$ cat config.mk
export PLATFORM = sky130hd
export DESIGN_NAME = uepd_endpoint_desc
export DESIGN_NICKNAME = d
export VERILOG_FILES = /design/src/inc/uepd_pkg.sv /design/src/inc/uepd_desc_if.sv /design/src/uepd_bufsel.sv /design/src/uepd_endpoint_desc.sv /design/src/uepd_mcu_port.sv
export SDC_FILE = /design/constraint.sdc
export NUM_CORES = 2
export LEC_CHECK = 0
export BUFFER_PORTS_ARGS = -buffer_cell sky130_fd_sc_hd__buf_4
export CAP_MARGIN = 20
export CORE_ASPECT_RATIO = 1.2
export CORE_MARGIN = 4
export CORE_UTILIZATION = 48
export DETAILED_ROUTE_END_ITERATION = 12
export MAX_ROUTING_LAYER = met4
export PLACE_DENSITY = 0.67
export SLEW_MARGIN = 10
export SYNTH_ARGS = -nofsm -noshare
export SYNTH_HDL_FRONTEND = slang
export SYNTH_SLANG_ARGS = --single-unit
$ cat constraint.sdc
create_clock -name ref_clk -period 5.2 [get_ports ref_clk]
set_input_delay 0.26 -clock ref_clk [delete_from_list [all_inputs] [get_ports ref_clk]]
set_output_delay 0.26 -clock ref_clk [all_outputs]
set_load 0.03 [all_outputs]
$ cat src/inc/uepd_pkg.sv
// Shared constants and types for the USB endpoint descriptor block.
package uepd_pkg;
    localparam logic [2:0] OFF_CFG   = 3'h0;
    localparam logic [2:0] OFF_XBASE = 3'h1;
    localparam logic [2:0] OFF_XCNT  = 3'h2;
    localparam logic [2:0] OFF_SPR0  = 3'h3;
    localparam logic [2:0] OFF_SPR1  = 3'h4;
    localparam logic [2:0] OFF_YBASE = 3'h5;
    localparam logic [2:0] OFF_YCNT  = 3'h6;
    localparam logic [2:0] OFF_SIZE  = 3'h7;
    localparam int BIT_IE    = 2;
    localparam int BIT_STALL = 3;
    localparam int BIT_DBL   = 4;
    localparam int BIT_TOG   = 5;
    localparam int BIT_BMEN  = 7;
    localparam int BIT_OWN   = 7;
    localparam logic [6:0] CNT_MAX    = 7'h40;
    localparam logic [7:0] CFG_RST    = 8'h00;
    localparam logic [7:0] CFG_RMASK  = 8'hFC;
    localparam logic [7:0] SIZE_RMASK = 8'h7F;
    localparam logic [1:0] HS_ACK   = 2'h0;
    localparam logic [1:0] HS_NAK   = 2'h1;
    localparam logic [1:0] HS_STALL = 2'h2;

    typedef enum {ST_IDLE, ST_DATA, ST_CNT, ST_CFG} uepd_state_t;

    function automatic logic [10:0] uepd_addr(input logic [7:0] base);
        return {base, 3'h0};
    endfunction : uepd_addr

    function automatic logic [6:0] uepd_clamp(input logic [6:0] n);
        return (n > CNT_MAX) ? CNT_MAX : n;
    endfunction : uepd_clamp
endpackage : uepd_pkg

$ cat src/inc/uepd_desc_if.sv
// Descriptor fields of one endpoint and the buffer chosen from them.
`timescale 1ns/100ps
interface uepd_desc_if;
    logic [7:0]  cfg;
    logic [7:0]  xbase;
    logic [7:0]  xcnt;
    logic [7:0]  ybase;
    logic [7:0]  ycnt;
    logic        sel_y;
    logic [10:0] base;
    logic [7:0]  cnt;
    modport src (output cfg, xbase, xcnt, ybase, ycnt,
                 input sel_y, base, cnt);
    modport sel (input cfg, xbase, xcnt, ybase, ycnt,
                 output sel_y, base, cnt);
endinterface : uepd_desc_if

$ cat src/uepd_bufsel.sv
// Picks the X or Y buffer of an endpoint and forms its start address.
`timescale 1ns/100ps
module uepd_bufsel
    import uepd_pkg::*;
(
    uepd_desc_if.sel d
);
    always_comb begin
        d.sel_y = d.cfg[BIT_DBL] & d.cfg[BIT_TOG];
        d.base  = d.sel_y ? uepd_addr(d.ybase) : uepd_addr(d.xbase);
        d.cnt   = d.sel_y ? d.ycnt : d.xcnt;
    end
endmodule : uepd_bufsel

$ cat src/uepd_endpoint_desc.sv
// Endpoint descriptor store and transaction engine for endpoints 1 to 7.
`timescale 1ns/100ps
//
// Contract
// - owned OUT buffer answers host with NAK.
// - free OUT buffer accepts next host packet.
// - byte counts never exceed sixty-four.
// - shared buffer size, bit seven reads zero.
// - Y base gives address bits ten to three.
// - engine starts at base, never rewrites it.
// - completion interrupt only when enabled.
// - stall bit answers STALL, resets clear.
// - single buffering uses X buffer only.
// - toggle bit tracks DATA0/DATA1 sequence.
// - engine serves endpoint only when enabled.
// - eight-byte descriptor with fixed offsets.
// - X base padded likewise, starts X transfers.
module uepd_endpoint_desc
    import uepd_pkg::*;
(
    input  wire logic       ref_clk,
    input  wire logic       reset_n,
    input  wire logic       ce,
    input  wire logic [6:0] mcu_addr,
    input  wire logic       mcu_wr,
    input  wire logic       mcu_rd,
    input  wire logic [7:0] mcu_wdata,
    output logic [7:0]      mcu_rdata,
    output logic            mcu_wait,
    input  wire logic       tok_valid,
    input  wire logic       tok_in,
    input  wire logic [2:0] tok_ep,
    output logic            hs_valid,
    output logic [1:0]      hs_code,
    output logic [10:0]     xfer_addr,
    output logic [6:0]      xfer_len,
    input  wire logic       xfer_end,
    input  wire logic       xfer_abort,
    input  wire logic [6:0] xfer_rx_len,
    output logic            xfer_irq,
    output logic [2:0]      irq_ep
);
    ////////////////////////////////////////////////////////////////////////
    logic [7:0]  mem [128];
    uepd_state_t state_r;
    uepd_state_t state_nxt;
    logic        dir_r;
    logic        dir_nxt;
    logic [2:0]  ep_r;
    logic [2:0]  ep_nxt;
    logic        sel_y_r;
    logic        sel_y_nxt;
    logic [6:0]  len_r;
    logic [6:0]  len_nxt;
    logic        hs_valid_r;
    logic        hs_valid_nxt;
    logic [1:0]  hs_code_r;
    logic [1:0]  hs_code_nxt;
    logic [10:0] addr_r;
    logic [10:0] addr_nxt;
    logic        irq_r;
    logic        irq_nxt;
    logic [2:0]  irq_ep_r;
    logic [2:0]  irq_ep_nxt;
    logic        fsm_we;
    logic [6:0]  fsm_waddr;
    logic [7:0]  fsm_wdata;
    logic        mcu_we;
    logic [7:0]  mcu_wbyte;
    logic        cur_dir;
    logic [2:0]  cur_ep;
    logic        tok_take;
    logic        ie_bit;

    uepd_desc_if d ();

    // byte index is direction, endpoint, offset.
    function automatic logic [6:0] idx(input logic dir,
                                       input logic [2:0] ep,
                                       input logic [2:0] off);
        return {dir, ep, off};
    endfunction : idx

    ////////////////////////////////////////////////////////////////////////
    uepd_bufsel u_sel (
        .d (d)
    );

    uepd_mcu_port u_mcu (
        .ref_clk   (ref_clk),
        .reset_n   (reset_n),
        .ce        (ce),
        .mcu_addr  (mcu_addr),
        .mcu_wr    (mcu_wr),
        .mcu_rd    (mcu_rd),
        .mcu_wdata (mcu_wdata),
        .rd_byte   (mem[mcu_addr]),
        .fsm_we    (fsm_we),
        .mem_we    (mcu_we),
        .mem_wdata (mcu_wbyte),
        .mcu_rdata (mcu_rdata),
        .mcu_wait  (mcu_wait)
    );

    ////////////////////////////////////////////////////////////////////////
    always_comb begin
        cur_dir  = (state_r == ST_IDLE) ? tok_in : dir_r;
        cur_ep   = (state_r == ST_IDLE) ? tok_ep : ep_r;
        d.cfg    = mem[idx(cur_dir, cur_ep, OFF_CFG)];
        d.xbase  = mem[idx(cur_dir, cur_ep, OFF_XBASE)];
        d.xcnt   = mem[idx(cur_dir, cur_ep, OFF_XCNT)];
        d.ybase  = mem[idx(cur_dir, cur_ep, OFF_YBASE)];
        d.ycnt   = mem[idx(cur_dir, cur_ep, OFF_YCNT)];
        ie_bit   = d.cfg[BIT_IE];
        // Endpoint zero lives elsewhere, so its tokens are left alone.
        tok_take = ce && (state_r == ST_IDLE) && tok_valid
                   && (tok_ep != 3'h0);
    end

    always_comb begin
        state_nxt    = state_r;
        dir_nxt      = dir_r;
        ep_nxt       = ep_r;
        sel_y_nxt    = sel_y_r;
        len_nxt      = len_r;
        addr_nxt     = addr_r;
        hs_valid_nxt = 1'b0;
        hs_code_nxt  = hs_code_r;
        irq_nxt      = 1'b0;
        irq_ep_nxt   = irq_ep_r;
        fsm_we       = 1'b0;
        fsm_waddr    = 7'h00;
        fsm_wdata    = 8'h00;
        case (state_r)
            ST_IDLE: begin
                if (tok_take) begin
                    dir_nxt      = tok_in;
                    ep_nxt       = tok_ep;
                    sel_y_nxt    = d.sel_y;
                    hs_valid_nxt = 1'b1;
                    if (d.cfg[BIT_STALL]) begin
                        hs_code_nxt = HS_STALL;
                    end else if (!d.cfg[BIT_BMEN] || d.cnt[BIT_OWN]) begin
                        hs_code_nxt = HS_NAK;
                    end else begin
                        hs_code_nxt = HS_ACK;
                        addr_nxt    = d.base;
                        len_nxt     = tok_in ? uepd_clamp(d.cnt[6:0])
                                      : uepd_clamp(
                                        mem[idx(tok_in, tok_ep,
                                                OFF_SIZE)][6:0]);
                        state_nxt   = ST_DATA;
                    end
                end
            end
            ST_DATA: begin
                if (xfer_abort) begin
                    state_nxt = ST_IDLE;
                end else if (xfer_end) begin
                    if (!dir_r) begin
                        len_nxt = uepd_clamp(xfer_rx_len);
                    end
                    state_nxt = ST_CNT;
                end
            end
            ST_CNT: begin
                // store length, hand buffer to firmware.
                fsm_we    = 1'b1;
                fsm_waddr = idx(dir_r, ep_r,
                                sel_y_r ? OFF_YCNT : OFF_XCNT);
                fsm_wdata = {1'b1, len_r};
                state_nxt = ST_CFG;
            end
            ST_CFG: begin
                fsm_we    = 1'b1;
                fsm_waddr = idx(dir_r, ep_r, OFF_CFG);
                fsm_wdata = d.cfg ^ (8'h01 << BIT_TOG);
                irq_nxt    = d.cfg[BIT_IE];
                irq_ep_nxt = ep_r;
                state_nxt  = ST_IDLE;
            end
            default: begin
                state_nxt = ST_IDLE;
            end
        endcase
    end

    always_ff @(posedge ref_clk) begin
        if (!reset_n) begin
            state_r    <= ST_IDLE;
            dir_r      <= 1'b0;
            ep_r       <= 3'h0;
            sel_y_r    <= 1'b0;
            len_r      <= 7'h00;
            hs_valid_r <= 1'b0;
            hs_code_r  <= HS_ACK;
            addr_r     <= 11'h000;
            irq_r      <= 1'b0;
            irq_ep_r   <= 3'h0;
        end else if (ce) begin
            state_r    <= state_nxt;
            dir_r      <= dir_nxt;
            ep_r       <= ep_nxt;
            sel_y_r    <= sel_y_nxt;
            len_r      <= len_nxt;
            hs_valid_r <= hs_valid_nxt;
            hs_code_r  <= hs_code_nxt;
            addr_r     <= addr_nxt;
            irq_r      <= irq_nxt;
            irq_ep_r   <= irq_ep_nxt;
        end
    end

    ////////////////////////////////////////////////////////////////////////
    // Only configuration bytes are cleared; the rest stay undefined until
    // firmware writes them, which keeps the store free of reset muxes.
    always_ff @(posedge ref_clk) begin
        if (!reset_n) begin
            // stall and all control bits reset clear.
            for (int i = 0; i < 16; i++) begin
                mem[i * 8] <= CFG_RST;
            end
        end else if (ce) begin
            if (fsm_we) begin
                mem[fsm_waddr] <= fsm_wdata;
            end else if (mcu_we) begin
                mem[mcu_addr] <= mcu_wbyte;
            end
        end
    end

    assign hs_valid  = hs_valid_r;
    assign hs_code   = hs_code_r;
    assign xfer_addr = addr_r;
    assign xfer_len  = len_r;
    assign xfer_irq  = irq_r;
    assign irq_ep    = irq_ep_r;
endmodule : uepd_endpoint_desc

$ cat src/uepd_mcu_port.sv
// Microcontroller access to the descriptor bytes.
`timescale 1ns/100ps
module uepd_mcu_port
    import uepd_pkg::*;
(
    input  wire logic       ref_clk,
    input  wire logic       reset_n,
    input  wire logic       ce,
    input  wire logic [6:0] mcu_addr,
    input  wire logic       mcu_wr,
    input  wire logic       mcu_rd,
    input  wire logic [7:0] mcu_wdata,
    input  wire logic [7:0] rd_byte,
    input  wire logic       fsm_we,
    output logic            mem_we,
    output logic [7:0]      mem_wdata,
    output logic [7:0]      mcu_rdata,
    output logic            mcu_wait
);
    logic [7:0] rdata_r;
    logic [7:0] rdata_nxt;
    logic       mapped;

    // reserved bits stored and read as zero.
    function automatic logic [7:0] mask(input logic [2:0] off,
                                        input logic [7:0] v);
        case (off)
            OFF_CFG:  return v & CFG_RMASK;
            OFF_SIZE: return v & SIZE_RMASK;
            default:  return v;
        endcase
    endfunction : mask

    always_comb begin
        // endpoint zero and spare bytes unmapped.
        mapped = (mcu_addr[5:3] != 3'h0) && (mcu_addr[2:0] != OFF_SPR0)
                 && (mcu_addr[2:0] != OFF_SPR1);
        // The engine owns the write port during its update steps.
        mcu_wait  = mcu_wr & mapped & fsm_we;
        mem_we    = ce & mcu_wr & mapped & ~fsm_we;
        mem_wdata = mask(mcu_addr[2:0], mcu_wdata);
        rdata_nxt = rdata_r;
        if (mcu_rd) begin
            rdata_nxt = mapped ? mask(mcu_addr[2:0], rd_byte) : 8'h00;
        end
    end

    always_ff @(posedge ref_clk) begin
        if (!reset_n) begin
            rdata_r <= 8'h00;
        end else if (ce) begin
            rdata_r <= rdata_nxt;
        end
    end

    assign mcu_rdata = rdata_r;
endmodule : uepd_mcu_port
==> results.ini <==
[run_status]
outcome = finished clean

[finish]
final_nets = 3411
fillers = 7708
multi_input_area_um2 = 17800
syn_to_final_growth_pct = 16.1
seqCellArea_um2 = 30300
fin_util_pct = 56.4
drive_gt1_share_pct = 26.2

[power]
power_density_nw_per_um2 = 339
pwr-share-clk_pct = 42.4
leakagePower_uw = 0.0204
ir_drop_v = 0.000280
combPwrFrac_pct = 7.7
p_sw_uw = 4400
p_int_uw = 14400
power_frac_seq_pct = 49.8
p_sw_share_pct = 23.3

[synth]
ys_seq_area_share_pct = 63.2
synthesis.area_um2 = 47900
yosys_register_bits = 1061
avgSynthCellArea_um2 = 16.4
ys.flop_type = edfxtp_1
async_flop_share_pct = 0
yosysWarnings = 0
synth.largest_area_cell = edfxtp_1
yosysMostFrequentCell = edfxtp_1
synthCells = 2917
ys_top_cells_by_area = edfxtp_1 57%, mux4_2 20%, dfxtp_1 6.6%, nand2_1 2.1%, mux2i_1 1.9%
yosysTopAreaCellShare_pct = 56.7
ys_types = 85
ys_top_cells_by_count = 904 x edfxtp_1, 428 x mux4_2, 271 x nand2_1
synth_enable_flop_cells = 904

[floorplanning]
initial_utilization_pct = 48.6
rows = 126
die_y_um = 354
ios = 68
chipWidth_um = 296
core_area_um2 = 98700
die-area_um2 = 105000

[grt]
antenna_found_initial = 7
grt_pass1_vias = 30900
grt_usage_pct = 38.1
grt_max_degree = 120
grt_pass1_wl_um = 261000
grt_overflow_total = 0

[worst_setup_path]
crit_fanout = 85
crit_required_ps = 5460
worstReg2RegStart = state_r[0]
r2r-end = mem[34][0]
cp-start-kind = register
worstPathArrival_ps = 5220
r2r_cells = 11
crit_path_end_kind = register
reg2reg_setup_slack_ps = 240
crit_type = register to register

[placement]
gp_congestion = 1.07
hpwl_um = 142000
io_buffers = 64

[sta]
setup_viol = 0
worst_pin_slew_ps = 1230
drv_slew = 0
clock_skew_ps = 38.9
setup_tns_ps = 0
rsz0062_at_grt = false
hold_violations = 0
min_period_over_period_pct = 95.4
max_slew_margin_pct = 17.5
min_period_ps = 4960
fmax_ghz = 0.202

[route]
routedWlPerCell_um = 40.7
routed_wl_um = 193000
viasPerCell = 6.78
ant_nets = 0
drc = 0
firstDrtPassIters = 6
via_count = 32200
drt_iter0_markers = 5287

[clocking]
cts_max_path_buffers = 3
cts_setup_buffers = 0
cts_tree = built
cts.sinks = 1061
root_buffer = clkbuf_16
numCtsBuffers = 106
clk_latency_ps = 720
cts.clk_slew.worst_paths_ps = 70
cts_repair_resize_count = 0
cts_max_level = 3

[hold_path]
min_to = xfer_len[0]
hp-start = xfer_rx_len[0]
holdPathStages = 5
hp-class = input port to register

[run]
drv_cap = 0

## power groups by stage
stage / Sequential (uW) / Clock, uW / Combinational, uW
4_1_cts: 9390 / 8080 / 1410
2_1_floorplan: 9540 / 0 / 858
3_5_place_dp: 9570 / 0 / 1410
5_1_grt: 9390 / 8420 / 1500
6_report: 9390 / 7990 / 1460
3_3_place_gp: 9560 / 0 / 1390
## logic make-up (layout without fill, tap and decap cells)
| family | after synthesis | after routing | synth area share (%) |
|---|---|---|---|
| AO/OA/AOI/OAI | 446 | 446 | 6.36 |
| buffers and inverters | 251 | 499 | 2.22 |
| flip-flops | 1061 | 1061 | 63.2 |
| multiplexers | 522 | 522 | 22.1 |
| other | 1 | 311 | 0.00783 |
| AND/OR/NAND/NOR | 636 | 636 | 6.11 |
## timing repair
action                                  in CTS  in global routing
hold buffers                                 3                  0
endpoints found under the setup margin       0                  0
hold endpoints to repair                     2                  0
## area by class of cell
class                      count  share of cell area [%]
antenna                        4                  0.0180
clock buffer                 136                    5.18
clock inverter                66                    1.31
inverter                      24                   0.180
multi-input combinational   1911                    32.0
sequential                  1061                    54.5
tap                         1280                    2.88
timing repair buffer         273                    3.97
## metal layers
layer  GRT usage (%)  up-vias  wire (um)
met4            27.2        0      18000
met2            56.0     2452      88300
met1            49.0    16700      67800
li1                -    12500          -
met3            5.19      490      19200
met5               -        -          0
## flip-flops by register name (all words and copies together), names as in the netlist, 2 cells and up
register         flops
mem               1024
state_r              2
hs_code              2
u_mcu.mcu_rdata      8
ep_r                 3
irq_ep               3
xfer_addr            8
xfer_len             7
## critical path, cell delays in order, from the launching register on
cell,delay [ps]
dfxtp_2,740
nor3b_2,210
nor2_4,750
buf_4,560
mux4_2,630
nand2_1,120
nand3_1,150
nand3_1,120
a21oi_1,90
a21oi_2,430
clkinv_2,130
buf_4,330
## cell usage in the layout (no fill, tap or decap), types with 13 or more instances in the layout
cell	n
edfxtp_1	904
mux4_2	428
conb_1	307
nand2_1	270
buf_4	257
dfxtp_1	156
nor2_1	134
clkbuf_16	110
o21ai_0	102
a21oi_1	92
mux2i_1	90
nand3_1	86
a211oi_1	48
o211a_1	37
clkinv_2	28
nor2b_1	26
o22ai_1	24
clkbuf_1	23
and3_1	22
nor3_1	17
a31oi_1	17
inv_1	16
clkinv_1	15
o221ai_1	13
bufinv_16	13
## metrics by stage
step                power (uW)  hold WS (ps)  setup WS [ps]  area [um^2]  cells
floorplan                10400           431            750        49100   3223
global placement         11000           463            549        51900   4541
detailed placement       11000           463            445        52000   4546
CTS                      18900          5.93            439        55600   4751
global route             19300          51.1            169        55600   4752
finish                   18800          47.7            240        55600   4755
## how the worst max path moves through the flow
stage / from / end / slack [ps] / cells past startpoint
after detailed placement: state_r[0] / xfer_len[3] / 450 / 11
after floorplan: state_r[1] / mem[0][2] / 750 / 14
after global placement: state_r[0] / mem[1][0] / 550 / 11
after CTS: state_r[0] / xfer_len[3] / 440 / 11
final: state_r[0] / mem[34][0] / 240 / 11
after global routing: state_r[0] / xfer_len[3] / 170 / 11
Power figures use the tool's default switching activity.
